--- src/hdl/dbg_pkg.sv ---
// package for the debug trace readout and comparator a extension block
// assumes a 100 MHz single clock and a classic wishbone register bus
package dbg_pkg;

	// register indices; byte address is four times the index
	localparam logic [5:0] IDX_CMP_A_HIGH   = 6'h00;
	localparam logic [5:0] IDX_CMP_A_LOW    = 6'h01;
	localparam logic [5:0] IDX_TRACE_HIGH   = 6'h06;
	localparam logic [5:0] IDX_TRACE_LOW    = 6'h07;
	localparam logic [5:0] IDX_CMP_A_EXT    = 6'h08;
	localparam logic [5:0] IDX_TRACE_CTRL   = 6'h0C;
	localparam logic [5:0] IDX_TRACE_STATUS = 6'h0D;

	// comparator a extension fields
	localparam int EXT_DIR_EN_BIT  = 7;
	localparam int EXT_DIR_VAL_BIT = 6;
	localparam int EXT_PAGE_Q_BIT  = 5;
	localparam int EXT_BIT16_BIT   = 0;

	// trace control fields
	localparam int CTRL_DBG_EN_BIT  = 7;
	localparam int CTRL_BEGIN_BIT   = 6;
	localparam int CTRL_CAPTURE_BIT = 1;
	localparam int CTRL_EVENT_BIT   = 0;

	// trace status fields
	localparam int STAT_MATCH_BIT = 7;

	localparam logic [7:0]  RESET_BYTE = 8'h00;
	localparam logic [31:0] RESET_WORD = 32'h0000_0000;

	typedef struct packed {
		logic        dir_en;
		logic        dir_val;
		logic        page_q;
		logic        bit16;
		logic [15:0] addr;
	} cmp_a_cfg_t;

	typedef struct packed {
		logic        valid;
		logic [15:0] addr;
		logic        rd;
		logic        ppage_sel;
		logic [2:0]  ppage;
		logic        lin_sel;
		logic [16:0] lin_addr;
	} core_bus_t;

	typedef struct packed {
		logic dbg_en;
		logic begin_trig;
		logic capture;
		logic event_only;
	} trace_ctrl_t;

endpackage

--- src/hdl/trace_fifo.sv ---
// trace buffer: flip-flop fifo with valid/ready on both sides
// assumes clr_i is a synchronous flush that also serves as reset
`timescale 1ns/1ps
`default_nettype none
module trace_fifo #(
	parameter int WIDTH = 16,
	parameter int DEPTH = 8
) (
	input  wire logic                         clk_i,
	input  wire logic                         clr_i,
	input  wire logic                         in_valid_i,
	input  wire logic [WIDTH-1:0]             in_data_i,
	output logic                              in_ready_o,
	output logic                              out_valid_o,
	output logic [WIDTH-1:0]                  out_data_o,
	input  wire logic                         out_ready_i,
	output logic [$clog2(DEPTH+1)-1:0]        count_o
);
	localparam int AW = $clog2(DEPTH);
	localparam int CW = $clog2(DEPTH+1);

	if (DEPTH < 2 || (DEPTH & (DEPTH - 1)) != 0 || WIDTH < 1) begin : g_chk
		$error("trace_fifo: depth must be a power of two of at least 2");
	end

	typedef struct packed {
		logic [DEPTH-1:0][WIDTH-1:0] mem;
		logic [AW-1:0]               wp;
		logic [AW-1:0]               rp;
		logic [CW-1:0]               cnt;
		logic                        full;
	} fifo_state_t;

	fifo_state_t st_r;
	fifo_state_t st_nxt;
	logic        push;
	logic        pop;

	assign push        = in_valid_i && !st_r.full;
	assign pop         = out_ready_i && (st_r.cnt != '0);
	assign in_ready_o  = !st_r.full;
	assign out_valid_o = (st_r.cnt != '0);
	assign out_data_o  = st_r.mem[st_r.rp];
	assign count_o     = st_r.cnt;

	always_comb begin
		st_nxt = st_r;
		if (push) begin
			st_nxt.mem[st_r.wp] = in_data_i;
			st_nxt.wp = st_r.wp + AW'(1);
		end
		if (pop) begin
			st_nxt.rp = st_r.rp + AW'(1);
		end
		if (push && !pop) begin
			st_nxt.cnt = st_r.cnt + CW'(1);
		end else if (pop && !push) begin
			st_nxt.cnt = st_r.cnt - CW'(1);
		end
		st_nxt.full = (st_nxt.cnt == CW'(DEPTH));
	end

	always_ff @(posedge clk_i) begin
		if (clr_i) begin
			st_r <= '0;
		end else begin
			st_r <= st_nxt;
		end
	end
endmodule
`default_nettype wire

--- src/hdl/cmp_a_match.sv ---
// comparator a: 17-bit core address match with direction and page qualifiers
// assumes the core bus fields are synchronous to clk_i
`timescale 1ns/1ps
`default_nettype none
module cmp_a_match
	import dbg_pkg::*;
(
	input  wire logic       clk_i,
	input  wire logic       rst_i,
	input  wire cmp_a_cfg_t cfg_i,
	input  wire core_bus_t  bus_i,
	output logic            match_o
);
	typedef struct packed {
		logic match;
	} cmp_state_t;

	cmp_state_t  st_r;
	cmp_state_t  st_nxt;
	logic [16:0] core_addr;
	logic [16:0] expect_addr;

	always_comb begin
		st_nxt = st_r;
		// paged access builds the address from page and low 14 bits
		if (bus_i.ppage_sel) begin
			core_addr = {bus_i.ppage, bus_i.addr[13:0]};
		end else if (bus_i.lin_sel) begin
			core_addr = bus_i.lin_addr;
		end else begin
			core_addr = {1'b0, bus_i.addr};
		end
		expect_addr = {cfg_i.bit16, cfg_i.addr};
		st_nxt.match = bus_i.valid
			&& (core_addr == expect_addr)
			&& (bus_i.ppage_sel == cfg_i.page_q)
			&& (!cfg_i.dir_en || (bus_i.rd == cfg_i.dir_val));
	end

	always_ff @(posedge clk_i) begin
		if (rst_i) begin
			st_r <= '0;
		end else begin
			st_r <= st_nxt;
		end
	end

	assign match_o = st_r.match;
endmodule
`default_nettype wire

--- src/hdl/debug_trace_unit.sv ---
// debug trace buffer readout and comparator a extension, wishbone slave
// assumes synchronous inputs on clk_i; rst_i is power-on reset
//
// Register access over Wishbone is this design's own decision.
`timescale 1ns/1ps
`default_nettype none
module debug_trace_unit
	import dbg_pkg::*;
#(
	parameter int TRACE_WIDTH = 16,
	parameter int TRACE_DEPTH = 8
) (
	input  wire logic                    clk_i,
	input  wire logic                    rst_i,
	input  wire logic                    trace_rst_i,
	input  wire logic                    wb_cyc_i,
	input  wire logic                    wb_stb_i,
	input  wire logic                    wb_we_i,
	input  wire logic [7:0]              wb_adr_i,
	input  wire logic [3:0]              wb_sel_i,
	input  wire logic [31:0]             wb_dat_i,
	output logic      [31:0]             wb_dat_o,
	output logic                         wb_ack_o,
	input  wire core_bus_t               core_bus_i,
	input  wire logic                    trace_valid_i,
	input  wire logic [TRACE_WIDTH-1:0]  trace_data_i,
	output logic                         trace_ready_o,
	output logic                         match_o
);
	// ************************************************************
	// elaboration checks
	// ************************************************************
	if (TRACE_WIDTH != 16) begin : g_chk
		$error("debug_trace_unit: trace words are 16 bits wide");
	end
	// the status count field must stay clear of the match flag in bit 7
	if (TRACE_DEPTH < 2 || TRACE_DEPTH > 64) begin : g_chk_depth
		$error("debug_trace_unit: trace depth must lie between 2 and 64");
	end

	localparam int CW = $clog2(TRACE_DEPTH+1);

	// ************************************************************
	// state
	// ************************************************************
	typedef struct packed {
		logic        ack;
		logic [31:0] dat;
		cmp_a_cfg_t  cmp;
		trace_ctrl_t ctrl;
		logic        ready;
	} unit_state_t;

	unit_state_t            st_r;
	unit_state_t            st_nxt;
	logic                   keep;
	logic                   flush;
	logic                   req;
	logic                   wr_now;
	logic                   rd_pop;
	logic [5:0]             idx;
	logic                   fifo_in_ready;
	logic                   fifo_out_valid;
	logic [TRACE_WIDTH-1:0] fifo_head;
	logic [CW-1:0]          fifo_count;
	logic                   cmp_clr;
	logic                   cmp_match;
	logic [7:0]             rd_byte;
	logic                   push_now;
	logic                   last_slot;
	logic                   will_fill;

	function automatic logic hit(input logic [5:0] a, input logic [5:0] r);
		return a == r;
	endfunction

	function automatic logic [7:0] ext_byte(input cmp_a_cfg_t c);
		logic [7:0] b;
		b = RESET_BYTE;
		b[EXT_DIR_EN_BIT]  = c.dir_en;
		b[EXT_DIR_VAL_BIT] = c.dir_val;
		b[EXT_PAGE_Q_BIT]  = c.page_q;
		b[EXT_BIT16_BIT]   = c.bit16;
		return b;
	endfunction

	// ************************************************************
	// reset policy
	// ************************************************************
	// a trace-ending reset keeps buffer and comparator state
	assign keep    = st_r.ctrl.dbg_en && !st_r.ctrl.begin_trig;
	assign flush   = rst_i || (trace_rst_i && !keep);
	assign cmp_clr = flush;

	// ************************************************************
	// trace input flow control
	// ************************************************************
	// ready is registered, so it must fall one word ahead of full
	assign push_now  = trace_valid_i && st_r.ready;
	assign last_slot = (fifo_count == CW'(TRACE_DEPTH - 1));
	assign will_fill = push_now && last_slot && !rd_pop;

	// ************************************************************
	// bus decode
	// ************************************************************
	assign idx    = wb_adr_i[7:2];
	assign req    = wb_cyc_i && wb_stb_i;
	// writes and pops act on the edge where the master sees ack
	assign wr_now = req && st_r.ack && wb_we_i && wb_sel_i[0];
	assign rd_pop = req && st_r.ack && !wb_we_i && hit(idx, IDX_TRACE_LOW)
		&& fifo_out_valid;

	// ************************************************************
	// register read
	// ************************************************************
	always_comb begin
		rd_byte = RESET_BYTE;
		unique case (1'b1)
			hit(idx, IDX_CMP_A_HIGH): begin
				rd_byte = st_r.cmp.addr[15:8];
			end
			hit(idx, IDX_CMP_A_LOW): begin
				rd_byte = st_r.cmp.addr[7:0];
			end
			hit(idx, IDX_TRACE_HIGH): begin
				if (fifo_out_valid && !st_r.ctrl.event_only) begin
					rd_byte = fifo_head[15:8];
				end else begin
					rd_byte = RESET_BYTE;
				end
			end
			hit(idx, IDX_TRACE_LOW): begin
				if (fifo_out_valid) begin
					rd_byte = fifo_head[7:0];
				end
			end
			hit(idx, IDX_CMP_A_EXT): begin
				rd_byte = ext_byte(st_r.cmp);
			end
			hit(idx, IDX_TRACE_CTRL): begin
				rd_byte[CTRL_DBG_EN_BIT]  = st_r.ctrl.dbg_en;
				rd_byte[CTRL_BEGIN_BIT]   = st_r.ctrl.begin_trig;
				rd_byte[CTRL_CAPTURE_BIT] = st_r.ctrl.capture;
				rd_byte[CTRL_EVENT_BIT]   = st_r.ctrl.event_only;
			end
			hit(idx, IDX_TRACE_STATUS): begin
				rd_byte[CW-1:0]         = fifo_count;
				rd_byte[STAT_MATCH_BIT] = cmp_match;
			end
			default: begin
				rd_byte = RESET_BYTE;
			end
		endcase
	end

	// ************************************************************
	// next state
	// ************************************************************
	always_comb begin
		st_nxt = st_r;
		st_nxt.ack = req && !st_r.ack;
		if (req && !st_r.ack && !wb_we_i) begin
			st_nxt.dat = {24'h00_0000, rd_byte};
		end
		if (wr_now) begin
			unique case (1'b1)
				hit(idx, IDX_CMP_A_HIGH): begin
					st_nxt.cmp.addr[15:8] = wb_dat_i[7:0];
				end
				hit(idx, IDX_CMP_A_LOW): begin
					st_nxt.cmp.addr[7:0] = wb_dat_i[7:0];
				end
				hit(idx, IDX_CMP_A_EXT): begin
					st_nxt.cmp.dir_en  = wb_dat_i[EXT_DIR_EN_BIT];
					st_nxt.cmp.dir_val = wb_dat_i[EXT_DIR_VAL_BIT];
					st_nxt.cmp.page_q  = wb_dat_i[EXT_PAGE_Q_BIT];
					st_nxt.cmp.bit16   = wb_dat_i[EXT_BIT16_BIT];
				end
				hit(idx, IDX_TRACE_CTRL): begin
					st_nxt.ctrl.dbg_en     = wb_dat_i[CTRL_DBG_EN_BIT];
					st_nxt.ctrl.begin_trig = wb_dat_i[CTRL_BEGIN_BIT];
					st_nxt.ctrl.capture    = wb_dat_i[CTRL_CAPTURE_BIT];
					st_nxt.ctrl.event_only = wb_dat_i[CTRL_EVENT_BIT];
				end
				default: begin
					st_nxt.cmp = st_r.cmp;
				end
			endcase
		end
		if (flush) begin
			st_nxt.cmp = '0;
		end
		// ready reflects fill state for the next cycle's offer
		st_nxt.ready = st_r.ctrl.capture && fifo_in_ready && !will_fill;
	end

	always_ff @(posedge clk_i) begin
		if (rst_i) begin
			st_r <= '0;
		end else begin
			st_r <= st_nxt;
		end
	end

	// ************************************************************
	// buffer and comparator
	// ************************************************************
	trace_fifo #(
		.WIDTH (TRACE_WIDTH),
		.DEPTH (TRACE_DEPTH)
	) u_fifo (
		.clk_i       (clk_i),
		.clr_i       (flush),
		.in_valid_i  (push_now),
		.in_data_i   (trace_data_i),
		.in_ready_o  (fifo_in_ready),
		.out_valid_o (fifo_out_valid),
		.out_data_o  (fifo_head),
		.out_ready_i (rd_pop),
		.count_o     (fifo_count)
	);

	cmp_a_match u_cmp (
		.clk_i   (clk_i),
		.rst_i   (cmp_clr),
		.cfg_i   (st_r.cmp),
		.bus_i   (core_bus_i),
		.match_o (cmp_match)
	);

	assign wb_ack_o      = st_r.ack;
	assign wb_dat_o      = st_r.dat;
	assign trace_ready_o = st_r.ready;
	assign match_o       = cmp_match;
endmodule
`default_nettype wire

--- config.mk ---
export PLATFORM = sky130hd
export DESIGN_NAME = debug_trace_unit
export DESIGN_NICKNAME = d
export VERILOG_FILES = /design/src/hdl/dbg_pkg.sv /design/src/hdl/trace_fifo.sv /design/src/hdl/cmp_a_match.sv /design/src/hdl/debug_trace_unit.sv
export SDC_FILE = /design/constraint.sdc
export NUM_CORES = 1
export LEC_CHECK = 0
export BUFFER_PORTS_ARGS = -buffer_cell sky130_fd_sc_hd__buf_2
export CAP_MARGIN = 15
export CORE_MARGIN = 2
export CORE_UTILIZATION = 57
export DETAILED_ROUTE_END_ITERATION = 6
export GPL_ROUTABILITY_DRIVEN = 0
export PLACE_DENSITY = 0.83
export SKIP_CTS_REPAIR_TIMING = 1
export SLEW_MARGIN = 15
export SYNTH_ARGS = -nofsm -noshare
export SYNTH_HDL_FRONTEND = slang
export SYNTH_SLANG_ARGS = --single-unit
--- constraint.sdc ---
create_clock -name clk_i -period 3.2 [get_ports clk_i]
set_input_delay 0 -clock clk_i [delete_from_list [all_inputs] [get_ports clk_i]]
set_output_delay 0 -clock clk_i [all_outputs]
set_load 0.1 [all_outputs]
==> summary.txt, run 1 <==
Floorplan
  • Rows: 44
  • Initial Utilization: 58.6%
  • Die H: 127 um
  • IO Pins: 142
  • Die width: 127 um
  • Core Area: 14600 um^2
  • Die area: 16000 um^2

Pwr
  • Peak VDD IR: 0.000361 V
  • Lkg Pwr: 3.32 nW
  • P per Cell Area: 476 nW/um^2
  • Tot Pwr: 0.00474 W

Worst setup path
  • CP Class: flop to flop
  • Crit path launch type: flop
  • WP data arrival: 2.60 ns
  • Crit path max fanout: 8
  • Crit path capture type: flop
  • Worst EP required: 3.52 ns

Route
  • DR vias/cell: 5.91
  • DR DRC count: 0
  • Pre-antenna DRT Iters: 6
  • Via Count: 7344
  • 1st-iter DRT viols: 878
  • DR WL/cell: 17.6 um
  • Final WL: 21800 um
  • DRT antenna net count: 0

Clock tree
  • Cts bufs inserted: 17
  • Num Clock Sinks: 174
  • CTS clk-pin slew, worst paths: 0.06 ns
  • CTS Root Cell: clkbuf_16
  • Clock Tree Buf Depth: 2
  • Clock latency on the worst-skew pair: 0.44 ns
  • CTS tree: built
  • H-tree depth: 4

Cells and area
  • Final #Nets: 1157
  • Share of cells above drive strength 1: 17.9%
  • Design Area, Final: 9960 um^2
  • Ant. Diodes: 0
  • Final cell utilization of the core: 68.2%
  • Layout area overhead: 16.4%

GRT
  • Global router's overall resource usage: 27.1%
  • First-pass GRT wire length: 34800 um
  • Vias in the first global route: 6964
  • Gr ovfl total: 0
  • Largest net degree at the start of global routing: 89
  • Initial antenna violation count: 0

Timing
  • Worst-margin pin slew: 0.907 ns
  • Fmax: 0.438 GHz
  • Worst rel slew slack: 39.5%
  • Slew Viols, Final: 0
  • Sum Neg Setup Slack: 0 ns
  • Final hold violations: 1
  • Final Setup Violations: 0
  • RSZ-0062 raised after global routing: false
  • Clock period minus worst slack: 2.28 ns
  • Fin crit share: 71.4%
  • Hold WS: -0.0101 ns
  • Clock skew: 0.00915 ns

Place
  • Post-Place Cell Area: 9020 um^2
  • Hpwl dp: 14200 um
  • IO buf count: 88

Yosys
  • #FFs+latches synth: 174
  • Top_reg_cell synth: dfxtp_1
  • Post-synth EDFFs: 0
  • Most numerous cell in the Yosys netlist: nand2_1
  • Async S/R FF share, synth: 0%
  • Synth unique cells: 61
  • Syn Inst Count: 972
  • Largest area contributor in the netlist: dfxtp_1
  • Top post-synthesis cells by area: dfxtp_1, mux2i_1, nand2_1
  • YS warnings: 0
  • Mapped cell area: 8560 um^2
  • Register area share after synthesis: 40.7%
  • Synthesized area per cell: 8.80 um^2
  • Synth cell count leaders: nand2_1, dfxtp_1, nor2_1, mux2i_1, a21oi_1
  • Post-synth top area share: 40.7%

Status
  • Status: finished, violations left
  • Failing checks: negative hold slack

Run
  • Max-Cap Viols: 0

Worst hold path
  • Hold Crit Class: input port to flop
sequential cells by signal (all words and copies together) (netlist names):
signal          count
wb_ack_o            1
st_r               24
u_fifo.count_o      4
wb_dat_o            8
trace_ready_o       1
u_cmp.match_o       1
u_fifo.st_r       135
where the power goes:
part           internal (W)  switching [W]
combinational     0.0000940       0.000258
clock               0.00132       0.000903
sequential          0.00217    0.000000899
total               0.00358        0.00116
worst max-delay path, cell delays in order, from the launching register on:
cell and delay, ns:
dfxtp_1 0.40, and3_1 0.17, nand3_1 0.31, nor2_1 0.45, mux2i_1 0.24, nor2_1 0.05, dlygate4sd3_1 0.56
area by class of cell:
type | instances | area, um^2
clock buffers | 17 | 425
clock inverters | 15 | 211
fillers | 1092 | 4630
inverters | 19 | 71.3
multi-input cells | 695 | 4600
flip-flops and latches | 174 | 3480
well taps | 184 | 230
repair buffers | 138 | 928
final timing paths:
path                                                  to                      start  cells after the start  slack, ns
worst min register to register  trace_ready_o$_SDFF_PP0_  u_fifo.st_r[0]$_SDFF_PP0_                      1       0.45
worst min-delay path            u_cmp.match_o$_SDFF_PP0_             core_bus_i[33]                      5      -0.01
worst max-delay path                st_r[2]$_SDFFE_PP0P_        wb_ack_o$_SDFF_PP0_                      6       0.92
worst max register to register      st_r[2]$_SDFFE_PP0P_        wb_ack_o$_SDFF_PP0_                      6       0.92
kinds of logic (layout without fill, tap and decap cells):
group                    count (synthesis)  after routing  share of synthesized area [%]
AO/OA/AOI/OAI                          150            150                           10.7
XOR/XNOR                                20             20                           2.05
adder cells (fa/ha/maj)                  7              7                          0.965
buffers and inverters                  126            189                           7.05
flip-flops                             174            174                           40.7
multiplexers                           127            127                           19.6
other                                    1             24                         0.0438
AND/OR/NAND/NOR                        367            367                           18.9
metal layers:
layer  GRT usage, %  vias to the layer above  wire length, um
li1               -                     3466                -
met1           34.9                     3472             8950
met2           43.4                      350            10500
met3           6.50                       56             1780
met4           12.3                        0              613
met5              0                        -                0
placed cells by master (no fill, tap or decap), drive strengths merged, types with 4 or more instances in the layout:
cell and instances:
bufinv 4, inv 23, and3 4, nor3 14
nor2 95, xnor2 13, a21oi 90, dlygate4sd3 30
nor4 7, a221oi 8, xor2 7, o21ai 13
mux4 32, buf 108, conb 24, a211oi 4
a22oi 5, clkbuf 17, nand4 6, nand2b 7
o22ai 4, nand2 193, o221ai 4, nor3b 6
clkinv 6, nand3 11, dfxtp 174, mux2i 94
ha 5
through the flow:
| step | setup WS (ns) | std cells | hold slack (ns) |
|---|---|---|---|
| after floorplan | 0.390 | 995 | 0.0785 |
| after global placement | 0.943 | 1180 | 0.251 |
| after detailed placement | 0.945 | 1180 | 0.275 |
| after CTS | 0.922 | 1212 | -0.177 |
| after global routing | 0.739 | 1242 | 0.0193 |
| final | 0.917 | 1242 | -0.0101 |
Note: power is estimated with default switching activity, not from simulation.
==> run 2: changes to the inputs <==
Settings changed: ABC_AREA from default to 1, PLACE_DENSITY 0.83 to 0.82.
Clock period 3.2 ns to 2.2 ns, I/O delays scaled along.
==> summary.txt, run 2 <==
Route
  • DR DRC count: 0
  • DR vias/cell: 5.42
  • Via Count: 8786
  • Final WL: 24300 um
  • DRT antenna net count: 0
  • 1st-iter DRT viols: 904
  • Pre-antenna DRT Iters: 7
  • DR WL/cell: 15.0 um

Cells and area
  • Layout area overhead: 14.1%
  • Most frequent cells in the layout: nor2_1, nand2_1, o21ai_0, dfxtp_1, inv_1
  • Share of cells above drive strength 1: 12.8%
  • Final #Nets: 1510
  • Sequential Area: 3490 um^2
  • Area of the multi-input gates: 4460 um^2
  • Ant. Diodes: 0
  • Commonest non-fill, non-tap cell in the layout: nor2_1
  • Number of flip-flops in the largest register: 135
  • Fillcell total: 1324
  • Largest Register: u_fifo.st_r

Worst setup path
  • Crit path cell chain: nand3b_4, clkinv_2, nand2_4, nor2_1, inv_1, o21ai_0, a21oi_1
  • CP bufs+invs: 2
  • Reg-to-Reg Start: u_fifo.st_r[0]$_SDFF_PP0_
  • Critical Path Stages: 7
  • Crit path capture type: flop
  • FF-to-FF path depth: 7
  • WP data arrival: 2.28 ns
  • Cell family with most CP delay: buffers and inverters
  • Worst EP required: 2.56 ns
  • CP startpoint: u_fifo.st_r[0]$_SDFF_PP0_
  • CP Class: flop to flop
  • Critical path's largest stage delay: 0.60 ns
  • Crit path launch type: flop
  • Crit path max fanout: 21
  • Max stage delay cell, worst path: inv_1

Clock tree
  • Clock Tree Buf Depth: 2
  • Num Clock Sinks: 174
  • H-tree depth: 4
  • CTS Root Cell: clkbuf_16
  • CTS tree: built
  • CTS clk-pin slew, worst paths: 0.06 ns
  • Clock latency on the worst-skew pair: 0.44 ns
  • Cts bufs inserted: 17

Yosys
  • Compound-gate portion of the synthesized area: 17.5%
  • Mapped cell area: 8970 um^2
  • Post-synth EDFFs: 0
  • Syn Inst Count: 1329
  • Top_reg_cell synth: dfxtp_1
  • Most numerous cell in the Yosys netlist: nor2_1
  • Largest family of logic cells by synthesized area: simple AND/OR/NAND/NOR gates
  • Synth unique cells: 42
  • Register area share after synthesis: 38.8%
  • Synth Area in XOR/XNOR: 1.07%
  • Largest area contributor in the netlist: dfxtp_1
  • Post-synthesis mux area share: 0%
  • Synthesized area per cell: 6.75 um^2
  • #FFs+latches synth: 174
  • YS warnings: 0
  • Synth cell count leaders: nor2_1, nand2_1, o21ai_0, dfxtp_1, inv_1
  • Post-synth top area share: 38.8%
  • Synth Area in Adders: 0.698%
  • Synth Area in Simple Gates: 29.4%
  • Top post-synthesis cells by area: dfxtp_1, nor2_1, o21ai_0
  • Async S/R FF share, synth: 0%

GRT
  • Grt met3 use: 5.74%
  • Gr ovfl total: 0
  • Initial antenna violation count: 0
  • Met1 GRT Util: 37.4%
  • Global router's overall resource usage: 28.4%
  • Largest net degree at the start of global routing: 92
  • Vias in the first global route: 7569
  • Met2 usage: 46.2%
  • First-pass GRT wire length: 37600 um
  • Busiest grt layer: met2

Floorplan
  • Initial Utilization: 58.6%
  • Rows: 45
  • Die H: 129 um
  • Die width: 129 um
  • Core Area: 15300 um^2
  • Die area: 16800 um^2
  • IO Pins: 142

Run
  • Max-Cap Viols: 0

Timing
  • Final Setup Violations: 0
  • Worst rel slew slack: 36.2%
  • Worst-margin pin slew: 0.955 ns
  • Hold WS: -0.0104 ns
  • Final hold violations: 1
  • Slew Viols, Final: 0
  • Fmax: 0.521 GHz
  • RSZ-0062 raised after global routing: false
  • Fin crit share: 87.2%
  • Clock skew: 0.00565 ns
  • Setup ws final: 0.281 ns
  • Clock period minus worst slack: 1.92 ns
  • Sum Neg Setup Slack: 0 ns

Place
  • IO buf count: 88
  • Hpwl dp: 15600 um
  • Pre-CTS setup slack: 0.106 ns

Status
  • Status: finished, violations left
  • Failing checks: negative hold slack

Pwr
  • Lkg Pwr: 4.17 nW
  • Tot Pwr: 0.00688 W
  • Peak VDD IR: 0.000498 V
  • P per Cell Area: 673 nW/um^2

Worst hold path
  • Worst Min Path Start: wb_sel_i[0]
  • Hold Crit Class: input port to flop
  • Hold path depth: 5
run 2: worst paths after layout:
| check | to | slack (ns) |
|---|---|---|
| worst max-delay path | u_fifo.st_r[115]$_SDFFE_PP0P_ | 0.28 |
| worst min-delay path | st_r[2]$_SDFFE_PP0P_ | -0.01 |
| worst max register to register | u_fifo.st_r[115]$_SDFFE_PP0P_ | 0.28 |
| worst min register to register | u_fifo.st_r[127]$_SDFFE_PP0P_ | 0.45 |
run 2: per-stage QoR:
stage | std cells | util [%] | area (um^2)
6_report | 1622 | 66.8 | 10200
5_1_grt | 1622 | 66.8 | 10200
4_1_cts | 1592 | 64.8 | 9930
3_5_place_dp | 1560 | 60.7 | 9300
3_3_place_gp | 1560 | 60.7 | 9300
2_1_floorplan | 1352 | - | 9050
run 2: kinds of logic (layout without fill, tap and decap cells):
logic type / count (synthesis) / count (layout)
simple gates: 597 / 597
flops: 174 / 174
other cells: 1 / 24
xor+xnor: 11 / 11
fa+ha+maj: 5 / 5
compound gates: 302 / 302
buf+inv: 239 / 298
run 2: layout make-up:
type	instances	area share, %
clock inverters	9	1.27
well taps	211	2.58
multi-input cells	939	43.6
repair buffers	132	8.63
flip-flops and latches	174	34.1
inverters	134	4.93
clock buffers	23	4.88
run 2: power by group:
part	switching [W]	internal (W)	leakage (nW)
clock	0.00125	0.00194	0.308
sequential	0.00000164	0.00315	1.40
combinational	0.000398	0.000147	2.46
total	0.00165	0.00524	4.17
run 2: worst register-to-register path: cells and delay by family (launching register included):
kind | cells | cell delay (ns)
flip-flops | 1 | 0.34
AND/OR/NAND/NOR | 3 | 0.43
buffers and inverters | 2 | 0.73
AO/OA/AOI/OAI | 2 | 0.35
run 2: routing by layer:
layer / share of wire (%) / vias to the layer above
met5: 0 / -
met4: 2.1 / 0
met3: 7.5 / 53
met2: 47 / 360
met1: 43 / 4011
li1: - / 4362
